## src/hw/ioch_pkg.sv

```systemverilog
// Shared constants and types of the I/O channel and priority level logic
package ioch_pkg;
    localparam int LEVELS       = 4;
    localparam int LVL_W        = 2;
    localparam int PREP_LVL_W   = 4;
    localparam int DEV_W        = 8;
    localparam int DATA_W       = 16;
    localparam int KEY_W        = 3;
    localparam int REGS_PER_LVL = 8;
    localparam int REG_IDX_W    = 3;
    localparam int CNT_W        = 16;
    localparam int SLOTS_DEF    = 8;
    localparam int FIFO_DEPTH   = 16;
    localparam logic [CNT_W-1:0] CS_MAX_BYTES   = 16'hFFFF;
    localparam logic [CNT_W-1:0] CS_WORD_BYTES  = 16'h0002;
    localparam logic [LVL_W-1:0] LVL_RESET      = 2'h3;
    localparam logic [1:0]       CC_DONE        = 2'h0;

    typedef enum logic [1:0] {
        IOCH_OP_READ    = 2'h0,
        IOCH_OP_WRITE   = 2'h1,
        IOCH_OP_CSSTART = 2'h2,
        IOCH_OP_PREPARE = 2'h3
    } ioch_op_t;

    typedef struct packed {
        ioch_op_t              op;
        logic [DEV_W-1:0]      dev;
        logic [DATA_W-1:0]     data;
        logic                  word;
        logic [PREP_LVL_W-1:0] lvl;
        logic [CNT_W-1:0]      count;
    } ioch_cmd_t;

    typedef struct packed {
        logic [KEY_W-1:0]  key;
        logic [DATA_W-1:0] laddr;
        logic [DATA_W-1:0] data;
    } ioch_cs_t;

    typedef struct packed {
        logic [DEV_W-1:0] dev;
        logic [LVL_W-1:0] lvl;
    } ioch_ent_t;

    typedef struct packed {
        logic              dio_ack;
        logic [DATA_W-1:0] dio_rdata;
        logic              poll_ack;
        logic [DEV_W-1:0]  poll_dev;
        logic [LVL_W-1:0]  poll_lvl;
        ioch_cs_t          poll_cs;
    } ioch_pins_t;

    typedef enum logic [1:0] {P_IDLE = 2'b00, P_GRANT = 2'b01, P_REL = 2'b11} ioch_poll_t;
    typedef enum logic [1:0] {D_IDLE = 2'b00, D_STROBE = 2'b01, D_REL = 2'b11} ioch_dio_t;
endpackage

```

## src/hw/ioch_channel.sv

```systemverilog
// I/O data channel, cycle-steal buffer and priority interrupt levels
`timescale 1ns/10ps

module ioch_fifo import ioch_pkg::*; #(
    parameter int W = 35,
    parameter int D = FIFO_DEPTH
) (
    input  wire logic         clock,
    input  wire logic         rstn,
    input  wire logic         in_valid,
    output logic              in_ready,
    input  wire logic [W-1:0] in_data,
    output logic              out_valid,
    input  wire logic         out_ready,
    output logic [W-1:0]      out_data
);
    localparam int AW = $clog2(D);
    logic [W-1:0]  mem [D];
    logic [AW-1:0] wr_reg;
    logic [AW-1:0] rd_reg;
    logic [AW:0]   cnt_reg;
    wire           push = in_valid && in_ready;
    wire           pop  = out_valid && out_ready;

    assign in_ready  = (cnt_reg != (AW+1)'(D));
    assign out_valid = (cnt_reg != '0);
    assign out_data  = mem[rd_reg];

    always_ff @(posedge clock) begin
        if (push) begin
            mem[wr_reg] <= in_data;
        end
    end

    always_ff @(posedge clock or negedge rstn) begin
        if (!rstn) begin
            wr_reg  <= '0;
            rd_reg  <= '0;
            cnt_reg <= '0;
        end else begin
            wr_reg  <= push ? AW'(wr_reg + 1'b1) : wr_reg;
            rd_reg  <= pop ? AW'(rd_reg + 1'b1) : rd_reg;
            cnt_reg <= (AW+1)'(cnt_reg + push - pop);
        end
    end
endmodule

// Operation
// - Four levels, each with own registers
// - Level changes by program or interrupt
// - Entry point per device, 256 sources
// - Prepare to levels 4-15 is no-op
// - Channel addresses up to 256 devices
// - Direct transfer moves one byte/word
// - Cycle steal series, 65535 bytes maximum
// - Cycle steal overlaps, always ends interrupting
// - Requests polled during ongoing transfers
module ioch_channel import ioch_pkg::*; #(
    parameter int SLOTS = SLOTS_DEF
) (
    input  wire logic              clock,
    input  wire logic              rstn,
    input  wire logic              cmd_valid,
    output logic                   cmd_ready,
    input  wire ioch_cmd_t         cmd,
    output logic                   done_valid,
    output logic [DATA_W-1:0]      done_data,
    output logic [1:0]             done_cc,
    input  wire logic              prog_lvl_we,
    input  wire logic [LVL_W-1:0]  prog_lvl,
    input  wire logic              prog_exit,
    output logic [LVL_W-1:0]       active_level,
    input  wire logic              reg_we,
    input  wire logic [REG_IDX_W-1:0] reg_idx,
    input  wire logic [DATA_W-1:0] reg_wdata,
    output logic [DATA_W-1:0]      reg_rdata,
    output logic                   ent_valid,
    output ioch_ent_t              ent,
    output logic                   stor_valid,
    input  wire logic              stor_ready,
    output ioch_cs_t               stor,
    output logic                   cs_busy,
    output logic                   dio_strobe,
    output logic [DEV_W-1:0]       dio_dev,
    output logic [DATA_W-1:0]      dio_data,
    output logic                   dio_write,
    output logic                   dio_word,
    input  wire logic [SLOTS-1:0]  req_irq,
    input  wire logic [SLOTS-1:0]  req_cs,
    input  wire ioch_pins_t        pins,
    output logic [SLOTS-1:0]       poll_grant,
    output logic                   poll_cs,
    output logic                   poll_reject
);
    logic [2*SLOTS-1:0] req_s1, req_s2;
    ioch_pins_t         pin_s1, pin_s2;
    ioch_poll_t         p_reg;
    ioch_dio_t          d_reg;
    logic [DATA_W-1:0]  regs [LEVELS][REGS_PER_LVL];
    logic               idle_reg, cs_active_reg, cs_pend_reg;
    logic [CNT_W-1:0]   cs_cnt_reg;
    logic [DEV_W-1:0]   cs_dev_reg;
    logic [LVL_W-1:0]   cs_lvl_reg;
    logic               fifo_in_ready;

    function automatic logic [SLOTS-1:0] first_one(input logic [SLOTS-1:0] v);
        first_one = v & (~v + 1'b1);
    endfunction

    // Both request vectors and all device returns arrive asynchronously
    always_ff @(posedge clock or negedge rstn) begin
        if (!rstn) begin
            req_s1 <= '0;
            req_s2 <= '0;
            pin_s1 <= '0;
            pin_s2 <= '0;
        end else begin
            req_s1 <= {req_cs, req_irq};
            req_s2 <= req_s1;
            pin_s1 <= pins;
            pin_s2 <= pin_s1;
        end
    end

    wire [SLOTS-1:0] irq_s   = req_s2[SLOTS-1:0];
    wire [SLOTS-1:0] cs_elig = req_s2[2*SLOTS-1:SLOTS] & {SLOTS{cs_active_reg & fifo_in_ready}};
    wire [SLOTS-1:0] pick    = first_one(irq_s | cs_elig);
    wire             pick_cs = |(pick & cs_elig);
    wire             cap     = (p_reg == P_GRANT) && pin_s2.poll_ack;
    wire             acc_ok_irq = idle_reg || (pin_s2.poll_lvl < active_level);
    wire             irq_acc = cap && !poll_cs && acc_ok_irq;
    wire             cs_cap  = cap && poll_cs;
    wire             cs_last = (cs_cnt_reg <= CS_WORD_BYTES);
    wire             cs_end_go = (p_reg == P_IDLE) && cs_pend_reg &&
                                 (idle_reg || (cs_lvl_reg < active_level));
    wire             grant_take = (p_reg == P_IDLE) && (pick != '0) && !cs_end_go;
    wire             take    = cmd_valid && cmd_ready;
    wire             prep_noop = (cmd.op == IOCH_OP_PREPARE) && (cmd.lvl >= PREP_LVL_W'(LEVELS));
    wire             cs_start = take && (cmd.op == IOCH_OP_CSSTART);

    assign cmd_ready = (d_reg == D_IDLE) && !(cmd.op == IOCH_OP_CSSTART &&
                       (cs_active_reg || cs_pend_reg));
    assign cs_busy   = cs_active_reg;

    // Poll handshake runs independently of the direct transfer machine
    always_ff @(posedge clock or negedge rstn) begin
        if (!rstn) begin
            p_reg       <= P_IDLE;
            poll_grant  <= '0;
            poll_cs     <= 1'b0;
            poll_reject <= 1'b0;
        end else begin
            poll_reject <= cap && !poll_cs && !acc_ok_irq;
            unique case (p_reg)
                P_IDLE: if (grant_take) begin
                    p_reg      <= P_GRANT;
                    poll_grant <= pick;
                    poll_cs    <= pick_cs;
                end
                P_GRANT: if (cap) begin
                    p_reg      <= P_REL;
                    poll_grant <= '0;
                end
                P_REL: if (!pin_s2.poll_ack) begin
                    p_reg <= P_IDLE;
                end
            endcase
        end
    end

    always_ff @(posedge clock or negedge rstn) begin
        if (!rstn) begin
            active_level <= LVL_RESET;
            idle_reg     <= 1'b1;
            ent_valid    <= 1'b0;
            ent          <= '0;
        end else begin
            ent_valid <= irq_acc || cs_end_go;
            if (irq_acc) begin
                active_level <= pin_s2.poll_lvl;
                idle_reg     <= 1'b0;
                ent          <= '{dev: pin_s2.poll_dev, lvl: pin_s2.poll_lvl};
            end else if (cs_end_go) begin
                active_level <= cs_lvl_reg;
                idle_reg     <= 1'b0;
                ent          <= '{dev: cs_dev_reg, lvl: cs_lvl_reg};
            end else if (prog_lvl_we) begin
                active_level <= prog_lvl;
                idle_reg     <= 1'b0;
            end else if (prog_exit) begin
                idle_reg <= 1'b1;
            end
        end
    end

    // Descriptor limit is the counter width itself
    always_ff @(posedge clock or negedge rstn) begin
        if (!rstn) begin
            cs_active_reg <= 1'b0;
            cs_pend_reg   <= 1'b0;
            cs_cnt_reg    <= '0;
            cs_dev_reg    <= '0;
            cs_lvl_reg    <= '0;
        end else if (cs_start) begin
            cs_active_reg <= (cmd.count != '0);
            cs_pend_reg   <= (cmd.count == '0);
            cs_cnt_reg    <= cmd.count;
            cs_dev_reg    <= cmd.dev;
            cs_lvl_reg    <= cmd.lvl[LVL_W-1:0];
        end else if (cs_cap) begin
            cs_cnt_reg    <= cs_last ? '0 : CNT_W'(cs_cnt_reg - CS_WORD_BYTES);
            cs_active_reg <= !cs_last;
            cs_pend_reg   <= cs_last;
        end else if (cs_end_go) begin
            cs_pend_reg <= 1'b0;
        end
    end

    // Key and address come from the device as presented
    ioch_fifo #(.W($bits(ioch_cs_t)), .D(FIFO_DEPTH)) u_fifo (
        .clock     (clock),
        .rstn      (rstn),
        .in_valid  (cs_cap),
        .in_ready  (fifo_in_ready),
        .in_data   (pin_s2.poll_cs),
        .out_valid (stor_valid),
        .out_ready (stor_ready),
        .out_data  (stor)
    );

    always_ff @(posedge clock or negedge rstn) begin
        if (!rstn) begin
            d_reg      <= D_IDLE;
            dio_strobe <= 1'b0;
            dio_dev    <= '0;
            dio_data   <= '0;
            dio_write  <= 1'b0;
            dio_word   <= 1'b0;
            done_valid <= 1'b0;
            done_data  <= '0;
            done_cc    <= CC_DONE;
        end else begin
            done_valid <= 1'b0;
            unique case (d_reg)
                D_IDLE: if (take && !cs_start) begin
                    if (cmd.op == IOCH_OP_PREPARE && prep_noop) begin
                        done_valid <= 1'b1;
                        done_cc    <= CC_DONE;
                    end else begin
                        d_reg      <= D_STROBE;
                        dio_strobe <= 1'b1;
                        dio_dev    <= cmd.dev;
                        dio_write  <= (cmd.op != IOCH_OP_READ);
                        dio_word   <= cmd.word;
                        dio_data   <= (cmd.op == IOCH_OP_PREPARE) ?
                                      DATA_W'(cmd.lvl) : cmd.data;
                    end
                end else if (cs_start) begin
                    done_valid <= 1'b1;
                    done_cc    <= CC_DONE;
                end
                D_STROBE: if (pin_s2.dio_ack) begin
                    d_reg      <= D_REL;
                    dio_strobe <= 1'b0;
                    done_data  <= dio_word ? pin_s2.dio_rdata :
                                  {8'h00, pin_s2.dio_rdata[7:0]};
                end
                D_REL: if (!pin_s2.dio_ack) begin
                    d_reg      <= D_IDLE;
                    done_valid <= 1'b1;
                    done_cc    <= CC_DONE;
                end
            endcase
        end
    end

    always_ff @(posedge clock) begin
        if (reg_we) begin
            regs[active_level][reg_idx] <= reg_wdata;
        end
    end

    always_ff @(posedge clock or negedge rstn) begin
        if (!rstn) begin
            reg_rdata <= '0;
        end else begin
            reg_rdata <= regs[active_level][reg_idx];
        end
    end
endmodule

```

## config.mk

```make
export PLATFORM = sky130hd
export DESIGN_NAME = ioch_channel
export DESIGN_NICKNAME = d
export VERILOG_FILES = /design/src/hw/ioch_pkg.sv /design/src/hw/ioch_channel.sv
export SDC_FILE = /design/constraint.sdc
export NUM_CORES = 1
export LEC_CHECK = 0
export ABC_AREA = 1
export BUFFER_PORTS_ARGS = -buffer_cell sky130_fd_sc_hd__buf_2
export CAP_MARGIN = 5
export CORE_MARGIN = 2
export CORE_UTILIZATION = 40
export CTS_BUF_LIST = sky130_fd_sc_hd__clkbuf_4
export CTS_CLUSTER_SIZE = 8
export DETAILED_ROUTE_END_ITERATION = 16
export GPL_TIMING_DRIVEN = 0
export PLACE_DENSITY_LB_ADDON = 0.2
export SLEW_MARGIN = 20
export SYNTH_ARGS = -nofsm -noshare
export SYNTH_HDL_FRONTEND = slang
export SYNTH_SLANG_ARGS = --single-unit
```

## constraint.sdc

```tcl
create_clock -name clock -period 4.53 [get_ports clock]
set_input_delay 0.453 -clock clock [delete_from_list [all_inputs] [get_ports clock]]
set_output_delay 0.453 -clock clock [all_outputs]
set_load 0.02 [all_outputs]
```

# Word level (Yosys, flattened, before mapping)
# Memories as Yosys holds them, arrays and structs flattened.
# Index checks and enable logic that the tools add are counted.
[totals]
mem_count = 2
regBits = 289
wordCells = 189
ramBits = 1072
[mem_list]
columns = ["memory", "words", "width", "rd", "rd_ports_with_merged_regs", "write_ports", "line", "rtl"]
rows = [
  ["u_fifo.mem", 16, 35, 1, 0, 1, "ioch_channel.sv:18", "logic [W-1:0] mem [D];"],
  ["regs", 4, 128, 1, 0, 1, "ioch_channel.sv:99", "logic [DATA_W-1:0] regs [LEVELS][REGS_PER_LVL];"],
]
[classes]
n_bitwise = 8
n_lt_le_gt_ge = 6
n_reduce_logical = 53
n_addsub = 6
muxes = 53
eq_ne = 16
[op_table]
columns = ["cell", "n"]
rows = [
  ["128-bit 2-to-1 mux", 1],
  ["16-bit 2-to-1 mux", 8],
  ["16-bit binary-select mux with 3-bit select", 1],
  ["16-bit demux with 3-bit select", 1],
  ["2-bit 2-to-1 mux", 13],
  ["8-bit bitwise AND", 3],
  ["10-bit 2-to-1 mux", 2],
  ["1-bit logical AND", 19],
  ["1-bit 2-to-1 mux", 19],
  ["16-bit by 2-bit less-or-equal comparator with 1-bit output (second input constant)", 1],
  ["16-bit zero test", 1],
  ["8-bit 2-to-1 mux", 2],
  ["8-bit case mux with 2 select lines", 1],
  ["16-bit nonzero test", 1],
  ["16-bit by 2-bit subtractor with 16-bit output (second input constant)", 1],
  ["2-bit inequality test (second input constant)", 6],
  ["2-bit case mux with 3 select lines", 2],
  ["4-bit AND reduction", 3],
  ["2-bit nonzero test", 6],
  ["3-bit AND reduction", 3],
  ["4-bit by 1-bit adder with 4-bit output (second input constant)", 2],
  ["8-bit by 1-bit adder with 8-bit output (second input constant)", 1],
  ["2-bit == test (second input constant)", 4],
  ["8-bit inverter", 1],
  ["25 further kinds", 40],
]

# Logic depth before layout (Yosys ltp)
[logic_depth]
depth_word = 12
ltp_mapped = 13

# Hierarchy
# From an unflattened synthesis, not the netlist that was laid out.
[unflattened]
hier_cells = 4385
hier_area_um2 = 52785.6
[modules_own_cells]
columns = ["module", "area_per_inst_um2", "seq_area_each_um2", "cells_per_inst", "n_inst"]
rows = [
  ["ioch_channel", 28660.0, 22235.1, 2103, 1],
  ["ioch_fifo", 24125.6, 17141.4, 2282, 1],
]

# Least setup slack after synthesis
# No wires, ideal clock.
[synth_timing]
path_type = "register to register"
start = "register u_fifo.cnt_reg[2]"
end = "memory u_fifo.mem[11][0], enable pin"
n_path_buf = 0
path_stages_with_launch = 8
setup_time_ns = 0.427
arrival_ns = 2.610
slack_ns = 1.493
synth_period_minus_slack_ns = 3.037
path_cell_list = "dfrtp_1 inv_1 ha_1 nand3_4 nand3_1 clkinv_1 nand2_1 nor2_1"
[synth_between]
elab_chain_len = 4
[synth_lines]
columns = ["element", "line", "rtl"]
rows = [
  ["start, declared", "ioch_channel.sv:21", "logic [AW:0] cnt_reg;"],
  ["start signal, assigned", "ioch_channel.sv:43", "cnt_reg <= (AW+1)'(cnt_reg + push - pop);"],
  ["5-bit inequality test", "ioch_channel.sv:25", "assign in_ready = (cnt_reg != (AW+1)'(D));"],
  ["1-bit logical AND", "ioch_channel.sv:22", "wire push = in_valid && in_ready;"],
  ["named net u_fifo.push", "ioch_channel.sv:22", ""],
  ["1-bit 2-to-1 mux", "ioch_channel.sv:30", "if (push) begin"],
  ["1-bit 2-to-1 mux (implied by the code)", "ioch_channel.sv:31", "mem[wr_reg] <= in_data;"],
  ["end, declared", "ioch_channel.sv:18", ""],
]
# The timed path passes the listed nets, and every way through them passes these cells.

==> flow_metrics.py <==
metrics = {
    "timing": {
        "skew_ns": 0.110,
        "hold_viol": 0,
        "period_share_pct": 98.7,
        "tightest_slew_ns": 1.18,
        "final_max_slew_viol_count": 0,
        "setup-tns-final_ns": 0,
        "fmax_mhz": 224,
        "relSlewSlack_pct": 21.6,
        "final-setup-viol-count": 0,
        "fin_crit_ns": 4.47,
    },
    "synth": {
        "syn-cell-area_um2": 50900,
        "synth.distinct_cells": 54,
        "synth.avg_cell_area_um2": 14.8,
        "synthTopCellsByArea": "edfxtp_1 63%, dfrtp_1 14%, nand2_1 2.9%",
        "synth_edf_count": 1072,
        "synth_top_cell_by_area": "edfxtp_1",
        "synthTopCellsByCount": "1,072 x edfxtp_1, 397 x nand2_1, 303 x nor2_1",
        "yosys_warnings": 0,
        "netlist.area_leader.share_pct": 63.3,
        "synthCells": 3434,
        "synth_seq_cells": 1359,
        "yosysMostFrequentCell": "edfxtp_1",
        "async_flop_share_pct": 21.1,
        "synth-seq-area-share_pct": 77.4,
        "synth_flop_cell": "edfxtp_1",
    },
    "global_route": {
        "grt_pass1_wl_mm": 233,
        "grt_pass1_vias": 35200,
        "track_usage_pct": 24.5,
        "grt_overflow": 0,
        "grt_max_degree": 85,
        "antenna_found_initial": 8,
    },
    "setup_path": {
        "crit_cells": 8,
        "cp_top_family": "buffers and inverters",
        "critPathLaunchType": "flop",
        "cpMostUsedCell": "buf_2",
        "critPathSlowestCell": "clkbuf_1",
        "cp_max_fo": 10,
        "r2r_cells": 12,
        "cpPeakStageDelay_ns": 0.68,
        "critPathKind": "flop to primary output",
        "path_cells": "buf_2, buf_2, clkbuf_1, nor2_1, nor3_1, o221ai_1, nand2_1, buf_2",
        "reg2reg_from": "active_level[1]$_DFFE_PN1P_",
        "worst-path-buf-inv": 4,
        "arrival_ns": 4.02,
        "rrSetupSlack_ns": 0.49,
        "crit_path_end_kind": "primary output",
        "r2r-end": "active_level[1]$_DFFE_PN1P_",
        "worstPathRequired_ns": 4.08,
    },
    "placement": {
        "hpwl_mm": 101,
        "place_congestion": 0.826,
        "dpl_cell_area_um2": 55800,
        "port_buffers": 273,
    },
    "power": {
        "internal_power_mw": 23.2,
        "power_switching_mw": 13.2,
        "power_density_nw_per_um2": 572,
        "pwr-share-clk_pct": 29.2,
        "p_sw_share_pct": 36.3,
        "pwr-share-comb_pct": 30.2,
        "total_leakage_power_nw": 23.6,
        "seq_power_share_pct": 40.6,
        "power_mw": 36.5,
        "peakVddDrop_mv": 0.315,
    },
    "floorplanning": {
        "num_rows": 130,
        "die_w_um": 361,
        "start_util_pct": 40.4,
        "pin_count": 277,
        "core_um2": 126000,
        "dieArea_um2": 130000,
        "die_y_um": 361,
    },
    "cts": {
        "cts.path.max_buffers": 4,
        "clk_latency_ns": 1.29,
        "cts_tree": "built",
        "cts_made_buffers": 373,
        "cts_setup_buffers": 0,
        "cts_root_buf": "clkbuf_4",
        "cts_sinks": 1359,
        "clk_pin_slew_ns": 0.06,
        "h-tree-depth": 5,
    },
    "finish": {
        "final_area_um2": 63700,
        "regMostFlops": "u_fifo.mem",
        "nets": 4635,
        "area_growth_pct": 25.2,
        "largest_reg_flops": 560,
        "biggestRegsByFlops": "u_fifo.mem x560, regs x512",
        "nFillCells": 10800,
        "drive_above_1_share_pct": 22.8,
    },
    "job": {
        "maxCapViolations": 0,
    },
    "hold_path": {
        "hold_class": "input pin to flop",
        "hold_end": "cs_busy$_DFFE_PN0P_",
        "hp-start": "cmd[9]",
        "holdPathStages": 6,
    },
    "status": {
        "status": "finished clean",
    },
    "routing": {
        "drt-total-wl_mm": 161,
        "avgViaCountPerCell": 5.46,
        "via_count": 34800,
        "drtIter0Drc": 3722,
        "route.detailed.drc": 0,
        "wire_per_inst_um": 25.3,
        "ant_nets": 0,
        "firstDrtPassIters": 5,
    },
}
per-layer routing:
layer | vias up | share of wire (%) | global-route usage, %
met4 | 2 | 3.8 | 11.0
met3 | 442 | 8.3 | 5.41
met5 | - | 0.083 | 0.740
met2 | 1766 | 49 | 40.9
met1 | 17400 | 39 | 30.6
li1 | 15200 | - | -
through the flow:
stage                     hold WS, ns  worst slack, ns  instances  utilization [%]
final                           0.162           0.0586       6380             50.6
after global routing            0.103          -0.0172       6379             50.6
after CTS                      0.0282           0.0152       6370             50.6
after detailed placement        0.335            0.923       5405             44.3
after global placement          0.331            -3.03       5358             43.1
after floorplan                 0.157             1.49       3435                -
cell usage in the layout, fill, tap and decap left out, drive strengths merged, types with 16 or more instances in the layout:
cell type    Yosys  layout
edfxtp        1072    1072
clkbuf         105     666
buf             93     414
nand2          406     406
dlygate4sd3      0     332
nor2           310     310
dfrtp          284     284
o21ai          218     218
nand3          199     199
a22oi          165     165
mux2i          116     116
o221ai         113     113
inv             94      99
clkinv           7      72
o211ai          52      52
nand4           47      47
o32ai           24      24
nor3            19      19
ha              18      18
o2111ai         16      16
tightest hold or removal path: cells and delay by family:
| kind | cells | cell delay [ns] |
|---|---|---|
| AND/OR/NAND/NOR | 4 | 0.27 |
| buffers and inverters | 2 | 0.63 |
worst max path at each step:
stage	start	end	slack [ns]
after floorplan	u_fifo.cnt_reg[2]$_DFF_PN0_	u_fifo.mem[11][0]$_DFFE_PP_	1.49
after global placement	rstn	reg_rdata[15]$_DFF_PN0_	-3.03
after detailed placement	active_level[1]$_DFFE_PN1P_	active_level[0]$_DFFE_PN1P_	0.92
after CTS	u_fifo.rd_reg[0]$_DFFE_PN0P_	stor[24]	0.02
after global routing	u_fifo.rd_reg[1]$_DFFE_PN0P_	stor[24]	-0.02
final	u_fifo.rd_reg[0]$_DFFE_PN0P_	stor[24]	0.06
what timing repair did:
item / CTS / global route
hold buffers: 333 / 0
endpoints found under the hold margin: 995 / 0
endpoints found under the setup margin: 5 / 6
resized for setup: 4 / 4
cells by family (layout without fill, tap and decap cells):
family	after synthesis	after routing	synth area share (%)
adders and majority gates	19	19	0.482
and+or+nand+nor	992	992	8.34
buffers and inverters	299	1583	2.50
DFF	1359	1359	77.4
other	1	13	0.00737
AOI/OAI and AO/OA	629	629	8.64
xor gates and xnor gates	19	19	0.327
muxes	116	116	2.28
power groups by stage:
stage	Clock, mW	Combinational [mW]	Sequential [mW]
6_report	10.6	11.0	14.8
5_1_grt	11.5	11.7	14.9
4_1_cts	10.9	10.9	14.8
3_5_place_dp	0	10.5	15.0
3_3_place_gp	0	10.2	15.0
2_1_floorplan	0	5.63	15.3
cell type report:
| class | instances | area, um2 | share of cell area [%] |
|---|---|---|---|
| Timing Repair Buffer | 653 | 5880 | 9.24 |
| Sequential cell | 1359 | 39400 | 61.8 |
| Clock buffer | 562 | 4220 | 6.62 |
| Buffer | 197 | 898 | 1.41 |
| Multi-Input combinational cell | 1777 | 10600 | 16.6 |
| Clock inverter | 70 | 278 | 0.436 |
| Inverter | 101 | 379 | 0.595 |
| Antenna cell | 11 | 27.5 | 0.0432 |
| Tap cell | 1650 | 2060 | 3.24 |
(Power assumes the default switching activity.)
